## config.mk

```make
export PLATFORM = sky130hd
export DESIGN_NAME = mbst_tap
export DESIGN_NICKNAME = d
export VERILOG_FILES = /design/src/hdl/mbst_sync.v /design/src/hdl/mbst_tap_fsm.v /design/src/hdl/mbst_tap.v
export VERILOG_INCLUDE_DIRS = /design/src /design/src/hdl
export SDC_FILE = /design/constraint.sdc
export NUM_CORES = 1
export LEC_CHECK = 0
export ABC_AREA = 1
export BUFFER_PORTS_ARGS = -buffer_cell sky130_fd_sc_hd__clkbuf_2
export CORE_ASPECT_RATIO = 0.6
export CORE_MARGIN = 8
export CORE_UTILIZATION = 57
export CTS_BUF_LIST = sky130_fd_sc_hd__clkbuf_8 sky130_fd_sc_hd__clkbuf_16
export CTS_CLUSTER_DIAMETER = 200
export DETAILED_ROUTE_END_ITERATION = 12
export PLACE_DENSITY = 0.86
export SLEW_MARGIN = 20
export SYNTH_ARGS = -nofsm -noshare
export SYNTH_HDL_FRONTEND = slang
export SYNTH_SLANG_ARGS = --single-unit
```

## constraint.sdc

```tcl
create_clock -name clk_sys_i -period 18.3 [get_ports clk_sys_i]
set_clock_uncertainty 0.1 [all_clocks]
set_input_delay 0.915 -clock clk_sys_i [delete_from_list [all_inputs] [get_ports clk_sys_i]]
set_output_delay 0.915 -clock clk_sys_i [all_outputs]
set_load 0.01 [all_outputs]
```

## src/hdl/mbst_map.vh

```
`ifndef MBST_MAP_VH
`define MBST_MAP_VH

// Register lengths
`define MBST_IR_LEN 3
`define MBST_ID_LEN 32
`define MBST_BSR_LEN 107

// Instruction opcodes
`define MBST_OP_EXTEST 3'h0
`define MBST_OP_IDCODE 3'h1
`define MBST_OP_SAMPZ 3'h2
`define MBST_OP_SAMPLE 3'h4
`define MBST_OP_BYPASS 3'h7

// Instruction capture pattern and reset values
`define MBST_IR_CAPTURE 3'h1
`define MBST_IR_RESET `MBST_OP_IDCODE
`define MBST_BYPASS_RESET 1'h0

// Identification fields, values arbitrary
`define MBST_ID_REV 4'h0
`define MBST_ID_PART 16'h0abc
`define MBST_ID_VENDOR 11'h2a5
`define MBST_ID_FIX 1'h1

// State codes
`define MBST_ST_RESET 4'h0
`define MBST_ST_IDLE 4'h1
`define MBST_ST_SEL_DR 4'h2
`define MBST_ST_CAP_DR 4'h3
`define MBST_ST_SH_DR 4'h4
`define MBST_ST_EX1_DR 4'h5
`define MBST_ST_PA_DR 4'h6
`define MBST_ST_EX2_DR 4'h7
`define MBST_ST_UPD_DR 4'h8
`define MBST_ST_SEL_IR 4'h9
`define MBST_ST_CAP_IR 4'ha
`define MBST_ST_SH_IR 4'hb
`define MBST_ST_EX1_IR 4'hc
`define MBST_ST_PA_IR 4'hd
`define MBST_ST_EX2_IR 4'he
`define MBST_ST_UPD_IR 4'hf
`endif

```

## src/hdl/mbst_sync.v

```verilog
`timescale 1ns/100ps
// Two-stage synchroniser for levels from outside the clock domain
module mbst_sync #(
  parameter WIDTH = 1
) (
  input wire clk_sys_i,
  input wire reset_i,
  input wire [WIDTH-1:0] async_i,
  output wire [WIDTH-1:0] sync_o
);
  reg [WIDTH-1:0] stage1;
  reg [WIDTH-1:0] stage2;

  // First stage feeds only the second
  always @(posedge clk_sys_i or posedge reset_i) begin
    if (reset_i) begin
      stage1 <= {WIDTH{1'b0}};
      stage2 <= {WIDTH{1'b0}};
    end else begin
      stage1 <= async_i;
      stage2 <= stage1;
    end
  end

  assign sync_o = stage2;
endmodule

```

## src/hdl/mbst_tap_fsm.v

```verilog
`timescale 1ns/100ps
`include "mbst_map.vh"
// Sixteen-state test controller, stepped once per test clock rise
module mbst_tap_fsm (
  input wire clk_sys_i,
  input wire reset_i,
  input wire step_i,
  input wire tms_i,
  output wire [3:0] state_o
);
  localparam ST_RESET = `MBST_ST_RESET;
  localparam ST_IDLE = `MBST_ST_IDLE;
  localparam ST_SEL_DR = `MBST_ST_SEL_DR;
  localparam ST_CAP_DR = `MBST_ST_CAP_DR;
  localparam ST_SH_DR = `MBST_ST_SH_DR;
  localparam ST_EX1_DR = `MBST_ST_EX1_DR;
  localparam ST_PA_DR = `MBST_ST_PA_DR;
  localparam ST_EX2_DR = `MBST_ST_EX2_DR;
  localparam ST_UPD_DR = `MBST_ST_UPD_DR;
  localparam ST_SEL_IR = `MBST_ST_SEL_IR;
  localparam ST_CAP_IR = `MBST_ST_CAP_IR;
  localparam ST_SH_IR = `MBST_ST_SH_IR;
  localparam ST_EX1_IR = `MBST_ST_EX1_IR;
  localparam ST_PA_IR = `MBST_ST_PA_IR;
  localparam ST_EX2_IR = `MBST_ST_EX2_IR;
  localparam ST_UPD_IR = `MBST_ST_UPD_IR;

  reg [3:0] state;
  reg [3:0] next_state;

  // Transition table; mode select is the only steering input
  always @* begin
    case (state)
      ST_RESET: next_state = tms_i ? ST_RESET : ST_IDLE;
      ST_IDLE: next_state = tms_i ? ST_SEL_DR : ST_IDLE;
      ST_SEL_DR: next_state = tms_i ? ST_SEL_IR : ST_CAP_DR;
      ST_CAP_DR: next_state = tms_i ? ST_EX1_DR : ST_SH_DR;
      ST_SH_DR: next_state = tms_i ? ST_EX1_DR : ST_SH_DR;
      ST_EX1_DR: next_state = tms_i ? ST_UPD_DR : ST_PA_DR;
      ST_PA_DR: next_state = tms_i ? ST_EX2_DR : ST_PA_DR;
      ST_EX2_DR: next_state = tms_i ? ST_UPD_DR : ST_SH_DR;
      ST_UPD_DR: next_state = tms_i ? ST_SEL_DR : ST_IDLE;
      ST_SEL_IR: next_state = tms_i ? ST_RESET : ST_CAP_IR;
      ST_CAP_IR: next_state = tms_i ? ST_EX1_IR : ST_SH_IR;
      ST_SH_IR: next_state = tms_i ? ST_EX1_IR : ST_SH_IR;
      ST_EX1_IR: next_state = tms_i ? ST_UPD_IR : ST_PA_IR;
      ST_PA_IR: next_state = tms_i ? ST_EX2_IR : ST_PA_IR;
      ST_EX2_IR: next_state = tms_i ? ST_UPD_IR : ST_SH_IR;
      ST_UPD_IR: next_state = tms_i ? ST_SEL_DR : ST_IDLE;
      default: next_state = ST_RESET;
    endcase
  end

  // Power-up reset, then one step per qualified rise
  always @(posedge clk_sys_i or posedge reset_i) begin
    if (reset_i) begin
      state <= ST_RESET;
    end else if (step_i) begin
      state <= next_state;
    end
  end

  assign state_o = state;
endmodule

```

## src/hdl/mbst_tap.v

```verilog
`timescale 1ns/100ps
`include "mbst_map.vh"
// Boundary-scan test port of the memory.
// The test clock is sampled by the system clock; its edges become
// one-cycle pulses. No reset pin exists on the test side: the
// controller walks to reset with mode select high.
// Only bypass, identification and boundary scan are provided.
module mbst_tap #(
  parameter BSR_LEN = `MBST_BSR_LEN,
  parameter [3:0] ID_REV = `MBST_ID_REV, // Value arbitrary
  parameter [15:0] ID_PART = `MBST_ID_PART, // Value arbitrary
  parameter [10:0] ID_VENDOR = `MBST_ID_VENDOR // Value arbitrary
) (
  input wire clk_sys_i,
  input wire reset_i,
  input wire tck_i,
  input wire tms_i,
  input wire tdi_i,
  input wire [BSR_LEN-1:0] io_ring_i,
  output wire tdo_o,
  output wire tdo_oe_o,
  output wire [3:0] tap_state_o,
  output wire [2:0] instr_o,
  output wire [BSR_LEN-1:0] bnd_update_o,
  output wire bnd_drive_o,
  output wire io_hiz_o
);
  localparam IR_LEN = `MBST_IR_LEN;
  localparam ID_LEN = `MBST_ID_LEN;

  // Identification word, fixed bit in the lowest place
  localparam [ID_LEN-1:0] ID_WORD = {ID_REV, ID_PART, ID_VENDOR, `MBST_ID_FIX};

  wire [2:0] pins_s;
  wire [BSR_LEN-1:0] ring_s;
  wire tck_s;
  wire tms_s;
  wire tdi_s;
  wire [3:0] state;

  reg tck_d;
  wire tck_rise;
  wire tck_fall;

  reg [IR_LEN-1:0] ir_shift;
  reg [IR_LEN-1:0] ir;
  reg bypass;
  reg [ID_LEN-1:0] id_shift;
  reg [BSR_LEN-1:0] bsr_shift;
  reg [BSR_LEN-1:0] bsr_update;
  reg bnd_drive;
  reg io_hiz;
  reg tdo;
  reg tdo_oe;

  wire [BSR_LEN-1:0] next_bsr;
  reg next_tdo;

  wire sel_bsr;
  wire sel_id;
  wire sel_byp;
  wire st_reset;
  wire st_cap_dr;
  wire st_sh_dr;
  wire st_upd_dr;
  wire st_cap_ir;
  wire st_sh_ir;
  wire st_upd_ir;

  // Pins cross into the system clock domain
  mbst_sync #(
    .WIDTH(3)
  ) u_pin_sync (
    .clk_sys_i(clk_sys_i),
    .reset_i(reset_i),
    .async_i({tck_i, tms_i, tdi_i}),
    .sync_o(pins_s)
  );

  // I/O ring levels cross the same way before capture
  mbst_sync #(
    .WIDTH(BSR_LEN)
  ) u_ring_sync (
    .clk_sys_i(clk_sys_i),
    .reset_i(reset_i),
    .async_i(io_ring_i),
    .sync_o(ring_s)
  );

  assign tck_s = pins_s[2];
  assign tms_s = pins_s[1];
  assign tdi_s = pins_s[0];

  // Test clock edge finder on the synchronised level
  always @(posedge clk_sys_i or posedge reset_i) begin
    if (reset_i) begin
      tck_d <= 1'b0;
    end else begin
      tck_d <= tck_s;
    end
  end

  assign tck_rise = tck_s & ~tck_d;
  assign tck_fall = ~tck_s & tck_d;

  // Controller state machine, stepped by mode select on each rise
  mbst_tap_fsm u_fsm (
    .clk_sys_i(clk_sys_i),
    .reset_i(reset_i),
    .step_i(tck_rise),
    .tms_i(tms_s),
    .state_o(state)
  );

  // State decodes
  assign st_reset = (state == `MBST_ST_RESET);
  assign st_cap_dr = (state == `MBST_ST_CAP_DR);
  assign st_sh_dr = (state == `MBST_ST_SH_DR);
  assign st_upd_dr = (state == `MBST_ST_UPD_DR);
  assign st_cap_ir = (state == `MBST_ST_CAP_IR);
  assign st_sh_ir = (state == `MBST_ST_SH_IR);
  assign st_upd_ir = (state == `MBST_ST_UPD_IR);

  // Data register chosen by the active instruction
  assign sel_bsr = (ir == `MBST_OP_EXTEST) | (ir == `MBST_OP_SAMPLE) | (ir == `MBST_OP_SAMPZ);
  assign sel_id = (ir == `MBST_OP_IDCODE);
  assign sel_byp = ~sel_bsr & ~sel_id;

  // Instruction shift stage: captures pattern, shifts only on its own path
  always @(posedge clk_sys_i or posedge reset_i) begin
    if (reset_i) begin
      ir_shift <= `MBST_IR_CAPTURE;
    end else if (tck_rise) begin
      if (st_cap_ir) begin
        ir_shift <= `MBST_IR_CAPTURE;
      end else if (st_sh_ir) begin
        ir_shift <= {tdi_s, ir_shift[IR_LEN-1:1]};
      end
    end
  end

  // Active instruction: preset in reset state, loaded on update
  always @(posedge clk_sys_i or posedge reset_i) begin
    if (reset_i) begin
      ir <= `MBST_IR_RESET;
    end else if (st_reset) begin
      ir <= `MBST_IR_RESET;
    end else if (tck_rise && st_upd_ir) begin
      ir <= ir_shift;
    end
  end

  // Bypass bit: captures zero, then passes one bit through
  always @(posedge clk_sys_i or posedge reset_i) begin
    if (reset_i) begin
      bypass <= `MBST_BYPASS_RESET;
    end else if (tck_rise && sel_byp) begin
      if (st_cap_dr) begin
        bypass <= `MBST_BYPASS_RESET;
      end else if (st_sh_dr) begin
        bypass <= tdi_s;
      end
    end
  end

  // Identification register: capture the fixed word, then shift
  always @(posedge clk_sys_i or posedge reset_i) begin
    if (reset_i) begin
      id_shift <= {ID_LEN{1'b0}};
    end else if (tck_rise && sel_id) begin
      if (st_cap_dr) begin
        id_shift <= ID_WORD;
      end else if (st_sh_dr) begin
        id_shift <= {tdi_s, id_shift[ID_LEN-1:1]};
      end
    end
  end

  // Boundary register next value, one cell per bit
  genvar gi;
  generate
    for (gi = 0; gi < BSR_LEN; gi = gi + 1) begin : g_bsr
      wire shift_in;
      if (gi == BSR_LEN - 1) begin : g_top
        assign shift_in = tdi_s;
      end else begin : g_mid
        assign shift_in = bsr_shift[gi+1];
      end
      // Capture from the ring, shift towards bit 0, or hold
      assign next_bsr[gi] = st_cap_dr ? ring_s[gi] :
        (st_sh_dr ? shift_in : bsr_shift[gi]);
    end
  endgenerate

  // Boundary shift stage advances on rise when selected
  always @(posedge clk_sys_i or posedge reset_i) begin
    if (reset_i) begin
      bsr_shift <= {BSR_LEN{1'b0}};
    end else if (tck_rise && sel_bsr) begin
      bsr_shift <= next_bsr;
    end
  end

  // Boundary update stage holds values for the pin drivers
  always @(posedge clk_sys_i or posedge reset_i) begin
    if (reset_i) begin
      bsr_update <= {BSR_LEN{1'b0}};
    end else if (tck_rise && sel_bsr && st_upd_dr) begin
      bsr_update <= bsr_shift;
    end
  end

  // Pin control follows the active instruction; cleared in reset state
  always @(posedge clk_sys_i or posedge reset_i) begin
    if (reset_i) begin
      bnd_drive <= 1'b0;
      io_hiz <= 1'b0;
    end else begin
      bnd_drive <= (ir == `MBST_OP_EXTEST) & ~st_reset;
      io_hiz <= (ir == `MBST_OP_SAMPZ) & ~st_reset;
    end
  end

  // Serial output source: one register per shift state and instruction, low in all other states
  always @* begin
    next_tdo = 1'b0;
    if (st_sh_ir) begin
      next_tdo = ir_shift[0];
    end else if (st_sh_dr) begin
      if (sel_bsr) begin
        next_tdo = bsr_shift[0];
      end else if (sel_id) begin
        next_tdo = id_shift[0];
      end else begin
        next_tdo = bypass;
      end
    end
  end

  // Serial output and its enable change only on a falling edge
  always @(posedge clk_sys_i or posedge reset_i) begin
    if (reset_i) begin
      tdo <= 1'b0;
      tdo_oe <= 1'b0;
    end else if (tck_fall) begin
      tdo <= next_tdo;
      tdo_oe <= st_sh_ir | st_sh_dr;
    end
  end

  assign tdo_o = tdo;
  assign tdo_oe_o = tdo_oe;
  assign tap_state_o = state;
  assign instr_o = ir;
  assign bnd_update_o = bsr_update;
  assign bnd_drive_o = bnd_drive;
  assign io_hiz_o = io_hiz;
endmodule

```

**After elaboration in Yosys (flattened, before gate mapping)**

Cells that the tools add are included.
Widths: inputs -> output; s select.

- Eq/ne operators: 18
- Multiplexer cells: 238
- Bitwise operators: 13
- Reduce and logical (&&, ||, !) cells: 17

Operators with widths:

| operator | number |
|---|---|
| $mux 1 | 222 |
| $mux 32 | 2 |
| $pmux 4 s12 | 1 |
| $eq 4x4->1 const B | 8 |
| $mux 3 | 6 |
| $eq 4x3->1 const B | 4 |
| $mux 4 | 4 |
| $eq 4x2->1 const B | 2 |
| $reduce_and 2->1 | 4 |
| $mux 2 | 3 |
| $reduce_bool 2->1 | 3 |
| $and 1x1->1 | 5 |
| $logic_and 1x1->1 | 5 |
| $not 1->1 | 5 |
| $eq 4x1->1 const B | 1 |
| $logic_not 4->1 | 1 |
| $reduce_or 2->1 | 2 |
| $eq 3x1->1 const B | 1 |
| $eq 3x2->1 const B | 1 |
| $eq 3x3->1 const B | 1 |
| $logic_not 3->1 | 1 |
| $or 1x1->1 | 3 |
| $reduce_or 3->1 | 1 |

- Register bits after elaboration: 482
- Input port bits: 112
- Output and inout port bits: 118
- Logic and storage cells: 302

**Depth between registers and ports, before layout**

Gate-level depths: netlist (run 1).

- Depth after elaboration: 7
- Gate-level depth with buffers: 10
- Depth with buffers taken out: 9

**Modules after synthesis**

Synthesis (run 1) repeated with hierarchy kept, for this count alone.

- Cell total of the unflattened synthesis: 1540
- Area total of the unflattened synthesis: 16684.8 µm²

Modules (own cells, without submodules):

| module | instances | cells each | area each (µm²) | sequential area each (µm²) |
|---|---|---|---|---|
| mbst_tap | 1 | 1243 | 10739.0 | 6458.7 |
| mbst_sync at u_ring_sync | 1 | 215 | 5358.9 | 5355.1 |
| mbst_tap_fsm | 1 | 75 | 432.9 | 100.1 |
| mbst_sync at u_pin_sync | 1 | 7 | 153.9 | 150.1 |

**Worst setup path after synthesis (run 1)**

Ideal clock, no wire load.

- Kind: register -> register
- From: reg u_fsm.state[1], in the netlist u_fsm.state_o[1]
- To: reg bsr_shift[96]
- Arrival time: 1553 ps
- Required time: 18066 ps
- Setup slack: 16512 ps
- Stages on the path, launching flop included: 10
- Path buffers: 3
- Clock period less this slack: 1788 ps
- Cells stage by stage: dfrtp_1 > buf_2 > nand2_1 > inv_2 > nand2_2 > buf_2 > clkbuf_1 > nand2_1 > o211ai_1 > o21ai_0

- Longest elaborated chain between the ends: 3
- Elaborated cells between the ends (all ways): 5
- Those cells by class: eq/ne (2); mux (1); reduce/logical (2)

RTL lines:

| what | line | RTL |
|---|---|---|
| start, declared | mbst_tap_fsm.v:28 | `reg [3:0] state;` |
| start signal, assigned | mbst_tap_fsm.v:59 | `state <= next_state;` |
| $eq 4x2->1 or $eq 4x3->1 (tied branches) | n/a |  |
| $reduce_bool 2->1 (no line) | n/a |  |
| $reduce_and 2->1 (no line) | n/a |  |
| end signal, assigned | mbst_tap.v:198 | `bsr_shift <= {BSR_LEN{1'b0}};` |
| end signal, assigned | mbst_tap.v:200 | `bsr_shift <= next_bsr;` |
| end, declared | mbst_tap.v:49 | `reg [BSR_LEN-1:0] bsr_shift;` |

Parallel ways exist; a longest one is shown, timed or not.
A chain may end at the register's enable or synchronous reset.

**Worst setup path in the final report (run 1)**

- From: reg u_fsm.state[2], in the netlist u_fsm.state_o[2]
- To: reg bsr_shift[82]

Same word-level chain as after synthesis.

==> flow_metrics.py, run 1 <==
metrics = {
    "global_route": {
        "track_usage": 0.203,
        "grt_pass1_wl_um": 57900,
        "antenna_found_initial": 2,
        "grt_pass1_vias": 11000,
        "overflow": 0,
        "grt_max_degree": 139,
    },
    "placement": {
        "port_buffers": 229,
        "place_ws_ns": 14.35,
        "place_congestion": 0.861,
        "post-dp-hpwl_um": 23400,
    },
    "job": {
        "maxCapViolations": 0,
    },
    "synth": {
        "synthXorXnorAreaFrac": 0,
        "synthCells": 1419,
        "netlist_area_um2": 16500,
        "yosys.area_share.adder": 0,
        "ys_top_cells_by_area": "dfrtp_1 (73%), nand2_1 (6.6%), o21ai_0 (5.4%)",
        "synth_edf_count": 0,
        "synth_fp_nets": 1531,
        "yosys_warnings": 0,
        "synth_top_area_share": 0.728,
        "synth_most_common_cell": "dfrtp_1",
        "yosys.area_share.simple": 0.0787,
        "ys.flop_type": "dfrtp_1",
        "synth_seq_cells": 482,
        "synth.avg_cell_area_um2": 11.6,
        "synth-compound-area-share": 0.135,
        "ys_seq_area_frac": 0.731,
        "yosysTopAreaCell": "dfrtp_1",
        "synthTopCellsByCount": "dfrtp_1 (480), nand2_1 (291), o21ai_0 (178)",
        "synthArstFlopShare": 1.00,
        "synth_top_family_by_area": "compound AO/OA/AOI/OAI gates",
        "synthDistinctLibCells": 27,
        "muxShareOfSynthArea": 0,
    },
    "setup_path": {
        "start_kind": "flip-flop",
        "cp-end-kind": "flip-flop",
        "worstPathArrival_ns": 3.68,
        "reg2reg_from": "u_fsm.state_o[2]",
        "crit_type": "reg -> reg",
        "reg2reg_depth": 7,
        "cp_max_fo": 112,
        "reg2reg_to": "bsr_shift[82]",
        "worstPathRequired_ns": 18.64,
        "r2r_setup_slack_ns": 14.96,
    },
    "cts": {
        "cts_tree": "yes",
        "clockBufferDepth": 3,
        "post_cts_resized": 0,
        "path_clk_slew_ns": 0.07,
        "cts_buffers": 42,
        "ctsRootBufferMaster": "clkbuf_16",
        "post_cts_buffers": 0,
        "cts-htree-levels": 2,
        "cts_hold_buf": 0,
        "clk_latency_ns": 0.54,
        "cts_sinks": 482,
    },
    "floorplan": {
        "start_util": 0.576,
        "ios": 230,
        "die-area_um2": 34800,
        "placementRows": 48,
        "die_w_um": 236,
        "core_um2": 28600,
        "die_y_um": 148,
    },
    "detailed_routing": {
        "vias": 10800,
        "drc": 0,
        "drt_iter0_markers": 850,
        "drt-total-wl_um": 35600,
        "wl_per_cell_um": 17.6,
        "ant_nets": 0,
        "dr.pass1.iters": 5,
        "vias_per_cell": 5.33,
    },
    "power": {
        "p_leak_nw": 9.71,
        "powerDensity_nw_per_um2": 113,
        "ir_drop_v": 0.0000630,
    },
    "timing": {
        "setup_viol": 0,
        "fmax_mhz": 300,
        "holdWs_ns": 0.238,
        "final_max_slew_viol_count": 0,
        "max_slew_margin": 0.362,
        "hold_viol_final": 0,
        "fin_crit_ns": 3.34,
        "tns_ns": 0,
        "tightest_slew_ns": 0.957,
        "min_period_over_period": 0.182,
        "rsz0062_at_grt": "false",
        "setup_slack_ns": 14.96,
    },
    "min_path": {
        "whs_path_depth": 0,
        "hold_path.class": "reg -> reg",
        "min_to": "u_ring_sync.sync_o[87]",
        "hp-start": "u_ring_sync.stage1[87]",
    },
    "outcome": {
        "status": "finished, final reports clean",
    },
    "finish": {
        "drive_gt1_frac": 0.188,
        "area_growth_pct": 16.2,
        "post-route-util": 0.670,
        "layout.nets": 1735,
    },
}
-- cell type report --
type | count | area, um2
Inverter | 138 | 526
Tap cell | 375 | 469
Fill cell | 2021 | 9460
Sequential cell | 482 | 12100
Clock inverter | 17 | 108
Timing Repair Buffer | 240 | 1250
Clock buffer | 53 | 1210
Antenna cell | 2 | 5.00
Multi-Input combinational cell | 719 | 3550
-- metal layers --
metal  GRT usage  routed length, um  part of all wire
met1       0.262              14900              0.42
met2       0.339              17900              0.50
met3      0.0455               1760             0.049
met4      0.0731               1080             0.030
met5           0                  0                 0
-- report_power, final --
part	total [mW]	switching [mW]	internal, mW
Sequential	1.14	0.0239	1.11
Clock	0.851	0.371	0.480
Combinational	0.172	0.127	0.0448
Total	2.16	0.522	1.64
-- stage by stage --
stage / instances / cell area [um2] / power, mW
6_report: 2026 / 19200 / 2.16
5_1_grt: 2026 / 19200 / 2.25
4_1_cts: 2024 / 19200 / 2.18
3_5_place_dp: 1954 / 17800 / 1.32
3_3_place_gp: 1954 / 17800 / 1.31
2_1_floorplan: 1419 / 16500 / 1.27
-- sequential cells by signal (all words and copies together), names as in the netlist, 3 cells and up --
register / count
u_ring_sync.stage1: 107
u_ring_sync.sync_o: 107
u_pin_sync.stage1: 3
ir_shift: 3
id_shift: 32
instr_o: 3
u_pin_sync.sync_o: 3
u_fsm.state_o: 4
bsr_shift: 107
bnd_update_o: 107
-- worst max path at each step --
stage	start	endpoint	depth (start not counted)
floorplan	reset_i	bnd_drive_o	1
global placement	reset_i	bnd_update_o[3]	4
detailed placement	reset_i	bnd_update_o[4]	4
CTS	reset_i	bsr_shift[4]	4
global route	u_fsm.state_o[1]	bsr_shift[82]	8
finish	u_fsm.state_o[2]	bsr_shift[82]	7
-- worst max-delay path, stage by stage (launching register included) --
cell,delay [ns]
dfrtp_1,0.45
nor2_2,0.35
nand2_8,0.44
a21oi_4,0.27
buf_4,0.55
buf_4,0.66
o211ai_1,0.21
o21ai_0,0.16
-- logic make-up after synthesis --
group / count (synthesis)
flops: 482
compound gates: 384
simple gates: 335
buf+inv: 218
-- placed cells by master, fill, tap and decap left out --
master / count
nor4_1: 2
nand4_4: 1
inv_6: 3
o21ai_1: 79
inv_1: 146
a21oi_4: 1
nor2_1: 24
a21oi_1: 6
o22a_1: 1
dfrtp_1: 480
o31ai_1: 8
nor2_2: 3
nand4_1: 1
a31oi_1: 1
bufinv_16: 1
o22ai_1: 3
dfstp_2: 2
clkbuf_16: 43
clkbuf_8: 10
clkbuf_2: 229
nand2_1: 291
o21ai_0: 178
buf_4: 6
inv_8: 1
buf_6: 5
o211ai_1: 106
nand3_1: 12
inv_2: 2
diode_2: 2
clkinv_2: 2
o21bai_1: 1
nand2_8: 1
(Power assumes the default switching activity.)
==> run 2: changes to the inputs <==
--- a/config.mk
+++ b/config.mk
@@ -10,11 +10,11 @@
 export BUFFER_PORTS_ARGS = -buffer_cell sky130_fd_sc_hd__clkbuf_2
 export CORE_ASPECT_RATIO = 0.6
 export CORE_MARGIN = 8
-export CORE_UTILIZATION = 57
+export CORE_UTILIZATION = 51
 export CTS_BUF_LIST = sky130_fd_sc_hd__clkbuf_8 sky130_fd_sc_hd__clkbuf_16
 export CTS_CLUSTER_DIAMETER = 200
 export DETAILED_ROUTE_END_ITERATION = 12
-export PLACE_DENSITY = 0.86
+export PLACE_DENSITY = 0.82
 export SLEW_MARGIN = 20
 export SYNTH_ARGS = -nofsm -noshare
 export SYNTH_HDL_FRONTEND = slang
==> constraint.sdc (replaced) <==
create_clock -name clk_sys_i -period 3 [get_ports clk_sys_i]
set_clock_uncertainty 0.1 [all_clocks]
set_input_delay 0.15 -clock clk_sys_i [delete_from_list [all_inputs] [get_ports clk_sys_i]]
set_output_delay 0.15 -clock clk_sys_i [all_outputs]
set_load 0.01 [all_outputs]
==> flow_metrics.py, run 2 (synthesis gave the netlist of run 1 again) <==
metrics = {
    "cts": {
        "cts_tree": "yes",
        "clockBufferDepth": 3,
        "cts_buffers": 42,
        "cts-htree-levels": 2,
        "cts_sinks": 482,
        "clk_latency_ns": 0.53,
        "path_clk_slew_ns": 0.07,
        "ctsRootBufferMaster": "clkbuf_16",
        "post_cts_resized": 0,
    },
    "setup_path": {
        "max_stage_delay_ns": 0.59,
        "cp-startpoint": "instr_o[2]",
        "reg2reg_depth": 4,
        "path_buf_inv": 1,
        "worstPathRequired_ns": 3.32,
        "worstPathArrival_ns": 2.80,
        "crit_type": "reg -> reg",
        "cp_slowest_cell": "nand4_4",
        "cp-end-kind": "flip-flop",
        "worstPathCellList": "a21oi_1 > nand4_4 > buf_4 > o21ai_0",
        "path_delay_family": "compound AO/OA/AOI/OAI gates",
        "start_kind": "flip-flop",
        "worst-path-stages": 4,
        "cp_max_fo": 38,
        "reg2reg_from": "instr_o[2]",
    },
    "finish": {
        "design_area_um2": 20600,
        "drive_gt1_frac": 0.183,
        "final_common_cell": "dfrtp_1",
        "fillCellCount": 2347,
        "layout_common_cells": "dfrtp_1 (480), nand2_1 (291), clkbuf_2 (229)",
        "area_growth_pct": 24.8,
        "layout.nets": 1854,
    },
    "timing": {
        "setup_viol": 0,
        "tightest_slew_ns": 0.658,
        "fin_crit_ns": 2.48,
        "max_slew_margin": 0.562,
        "fmax_mhz": 404,
        "final_max_slew_viol_count": 0,
        "min_period_over_period": 0.826,
        "rsz0062_at_grt": "false",
        "hold_viol_final": 0,
        "setup_slack_ns": 0.523,
        "tns_ns": 0,
    },
    "global_route": {
        "top_usage_layer": "met2",
        "track_usage": 0.195,
        "met3_usage": 0.0373,
        "gr-usage-met2": 0.313,
        "overflow": 0,
        "grt_pass1_vias": 11500,
        "met1_usage": 0.260,
        "antenna_found_initial": 2,
        "grt_pass1_wl_um": 60400,
        "grt_max_degree": 129,
    },
    "floorplan": {
        "die-area_um2": 38600,
        "die_y_um": 155,
        "start_util": 0.513,
        "die_w_um": 248,
        "placementRows": 51,
        "core_um2": 32200,
        "ios": 230,
    },
    "power": {
        "powerDensity_nw_per_um2": 658,
        "finalPower_mw": 13.6,
        "p_leak_nw": 10.3,
        "ir_drop_v": 0.000417,
    },
    "outcome": {
        "status": "finished, final reports clean",
    },
    "detailed_routing": {
        "vias_per_cell": 5.15,
        "dr.pass1.iters": 6,
        "drt-total-wl_um": 37600,
        "wl_per_cell_um": 17.1,
        "drt_iter0_markers": 1072,
        "ant_nets": 0,
        "drc": 0,
        "vias": 11300,
    },
    "placement": {
        "post-dp-hpwl_um": 23500,
        "place_ws_ns": 0.583,
        "port_buffers": 229,
        "place_area_um2": 18100,
        "place_congestion": 0.897,
    },
    "min_path": {
        "hold_path.class": "in -> async",
    },
    "job": {
        "maxCapViolations": 0,
    },
}
[run 2: cell count changes in the layout (fill, tap and decap cells not counted), moves of 2 or more]
cell           change
buf_12            +11
buf_4              +2
buf_6              -5
bufinv_16          +3
clkbuf_8           -2
clkinv_2           +5
clkinv_4           +2
clkinvlp_4         +2
dlygate4sd3_1    +111
inv_6              -3
[run 2: metrics by stage]
step,util,hold WS [ns],std cells
floorplan,-,0.0814,1419
global placement,0.563,0.0809,2011
detailed placement,0.563,0.0862,2011
CTS,0.641,0.0680,2198
global route,0.641,0.125,2200
finish,0.641,0.0942,2201
[run 2: path summary, 6_finish.rpt]
check	slack (ns)	endpoint
worst max-delay path	0.52	bnd_update_o[6]
worst min-delay path	0.09	u_pin_sync.stage1[1]
worst max register to register	0.52	bnd_update_o[6]
worst min register to register	0.23	u_pin_sync.sync_o[0]
max in group asynchronous	1.65	bnd_update_o[100]
min in group clk_sys_i	0.15	u_ring_sync.stage1[81]
[run 2: what timing repair did]
| action | 4_1_cts | 5_1_grt |
|---|---|---|
| hold buffers | 111 | 0 |
| buffers inserted | 0 | 0 |
| hold endpoints to repair | 248 | 0 |
[run 2: cell type report]
type	instances	area, um2	share of cell area
inverter	138	522	0.0253
timing repair buffer	359	2540	0.123
multi-input combinational	719	3550	0.172
antenna	3	7.51	0.000364
clock buffer	50	1160	0.0563
tap	424	531	0.0257
clock inverter	26	238	0.0115
sequential	482	12100	0.585
[run 2: power breakdown]
| part | switching [mW] | total (mW) | internal, mW |
|---|---|---|---|
| registers | 0.142 | 6.93 | 6.79 |
| logic | 0.778 | 1.17 | 0.389 |
| clock network | 2.36 | 5.47 | 3.11 |
| total | 3.28 | 13.6 | 10.3 |
[run 2: layer usage]
metal,part of all wire,wire length (um)
met1,0.42,16000
met2,0.48,18000
met3,0.051,1910
met4,0.046,1720
met5,0,0
[run 2: tightest hold or removal path, delay by kind of cell]
family | cells | cell delay (ns)
buffers and inverters | 3 | 1.00
==> run 3: changes to the inputs <==
==> constraint.sdc (replaced) <==
create_clock -name clk_sys_i -period 2.2 [get_ports clk_sys_i]
set_clock_uncertainty 0.1 [all_clocks]
set_input_delay 0.11 -clock clk_sys_i [delete_from_list [all_inputs] [get_ports clk_sys_i]]
set_output_delay 0.11 -clock clk_sys_i [all_outputs]
set_load 0.01 [all_outputs]
==> flow_metrics.py, run 3 (synthesis gave the netlist of run 1 again) <==
metrics = {
    "detailed_routing": {
        "drt-total-wl_um": 38800,
        "wl_per_cell_um": 17.4,
        "vias_per_cell": 5.10,
        "drc": 0,
        "drt_iter0_markers": 1002,
        "ant_nets": 0,
        "vias": 11400,
        "dr.pass1.iters": 7,
    },
    "timing": {
        "setup_viol": 0,
        "max_slew_margin": 0.684,
        "hold_viol_final": 0,
        "tns_ns": 0,
        "fin_crit_ns": 2.06,
        "min_period_over_period": 0.938,
        "fmax_mhz": 484,
        "tightest_slew_ns": 0.474,
        "final_max_slew_viol_count": 0,
        "rsz0062_at_grt": "false",
    },
    "finish": {
        "layout_common_cells": "dfrtp_1 (479), nand2_1 (291), clkbuf_2 (229)",
        "design_area_um2": 21000,
        "multi_input_area_um2": 3560,
        "fillCellCount": 2298,
        "seqCellArea_um2": 12100,
        "drive_gt1_frac": 0.199,
        "final_common_cell": "dfrtp_1",
        "layout.nets": 1879,
        "area_growth_pct": 27.1,
        "fin_cells": 2228,
    },
    "floorplan": {
        "placementRows": 51,
        "die-area_um2": 38600,
        "core_um2": 32200,
        "ios": 230,
        "die_w_um": 248,
        "die_y_um": 155,
        "start_util": 0.513,
    },
    "outcome": {
        "status": "finished, final reports clean",
    },
    "setup_path": {
        "cp-end-kind": "flip-flop",
        "crit_type": "reg -> reg",
        "cp_max_fo": 44,
        "worstPathRequired_ns": 2.55,
        "worstPathArrival_ns": 2.41,
        "reg2reg_depth": 8,
        "start_kind": "flip-flop",
    },
    "cts": {
        "cts_buffers": 43,
        "cts_tree": "yes",
        "cts_sinks": 482,
        "cts-htree-levels": 2,
        "clk_latency_ns": 0.55,
        "ctsRootBufferMaster": "clkbuf_16",
        "path_clk_slew_ns": 0.06,
        "clockBufferDepth": 3,
    },
    "power": {
        "pwr-share-seq": 0.506,
        "powerDensity_nw_per_um2": 891,
        "swShare": 0.243,
        "power.internal_mw": 14.2,
        "clkPwrFrac": 0.405,
        "combPwrFrac": 0.089,
        "power.switching_mw": 4.54,
        "p_leak_nw": 10.5,
        "ir_drop_v": 0.000656,
    },
    "min_path": {
        "whs_path_depth": 2,
        "hold_path.class": "in -> reg",
    },
    "global_route": {
        "antenna_found_initial": 1,
        "grt_pass1_vias": 11800,
        "grt_max_degree": 97,
        "track_usage": 0.203,
        "grt_pass1_wl_um": 62500,
        "overflow": 0,
    },
    "job": {
        "maxCapViolations": 0,
    },
    "placement": {
        "placed_cells": 2033,
        "place_congestion": 0.880,
        "post-dp-hpwl_um": 24200,
        "place_area_um2": 18400,
        "port_buffers": 229,
    },
}
[run 3: path summary, 6_finish.rpt]
path                       slack, ns              startpoint                      to
min in group asynchronous       0.32                 reset_i  u_ring_sync.sync_o[66]
max in group asynchronous       1.11                 reset_i  u_ring_sync.sync_o[31]
max                             0.14        u_fsm.state_o[0]           bsr_shift[57]
min                             0.11           io_ring_i[72]  u_ring_sync.stage1[72]
max reg2reg                     0.14        u_fsm.state_o[0]           bsr_shift[57]
min reg2reg                     0.24  u_ring_sync.stage1[95]  u_ring_sync.sync_o[95]
[run 3: through the flow]
| stage | worst slack [ns] | power (mW) | hold WS (ns) | utilization |
|---|---|---|---|---|
| 2_1_floorplan | -4.54 | 10.5 | 0.0414 | - |
| 3_3_place_gp | 0.201 | 11.0 | 0.119 | 0.571 |
| 3_5_place_dp | 0.121 | 11.1 | 0.120 | 0.571 |
| 4_1_cts | 0.0854 | 18.8 | 0.0810 | 0.650 |
| 5_1_grt | 0.0153 | 19.5 | 0.0872 | 0.652 |
| 6_report | 0.136 | 18.7 | 0.107 | 0.652 |
[run 3: final cells by class]
type	instances	share of cell area
Sequential cell	482	0.575
Timing Repair Buffer	383	0.136
Clock inverter	26	0.0107
Tap cell	424	0.0253
Clock buffer	53	0.0584
Antenna cell	3	0.000358
Inverter	138	0.0249
Multi-Input combinational cell	719	0.170
[run 3: critical path, stage by stage, from the launching register on]
cell and delay [ns]:
dfrtp_1 0.50, nand2_1 0.16, inv_2 0.18, nand2_8 0.15
a21oi_4 0.18, buf_12 0.21, buf_12 0.22, o211ai_1 0.13
o21ai_0 0.11
[run 3: metal layers]
layer  wire [um]  vias up  global-route usage
met1       16400     5568               0.265
met3        1790      111              0.0384
met4        1930        0              0.0989
met2       18600      332               0.326
met5           0        -                   0
li1            -     5359                   -
[run 3: power groups by stage]
stage / sequential (mW) / combinational, mW / clock (mW)
after floorplan: 9.57 / 0.963 / 0
after global placement: 9.60 / 1.41 / 0
after detailed placement: 9.61 / 1.46 / 0
after CTS: 9.45 / 1.64 / 7.70
after global routing: 9.49 / 1.86 / 8.10
final: 9.46 / 1.66 / 7.58
[run 3: repair_timing]
action | in CTS | in global routing
hold endpoints to repair | 397 | 0
hold buffers | 111 | 0
setup buffers | 0 | 2
endpoints found under the setup margin | 0 | 17
resized for setup | 0 | 3
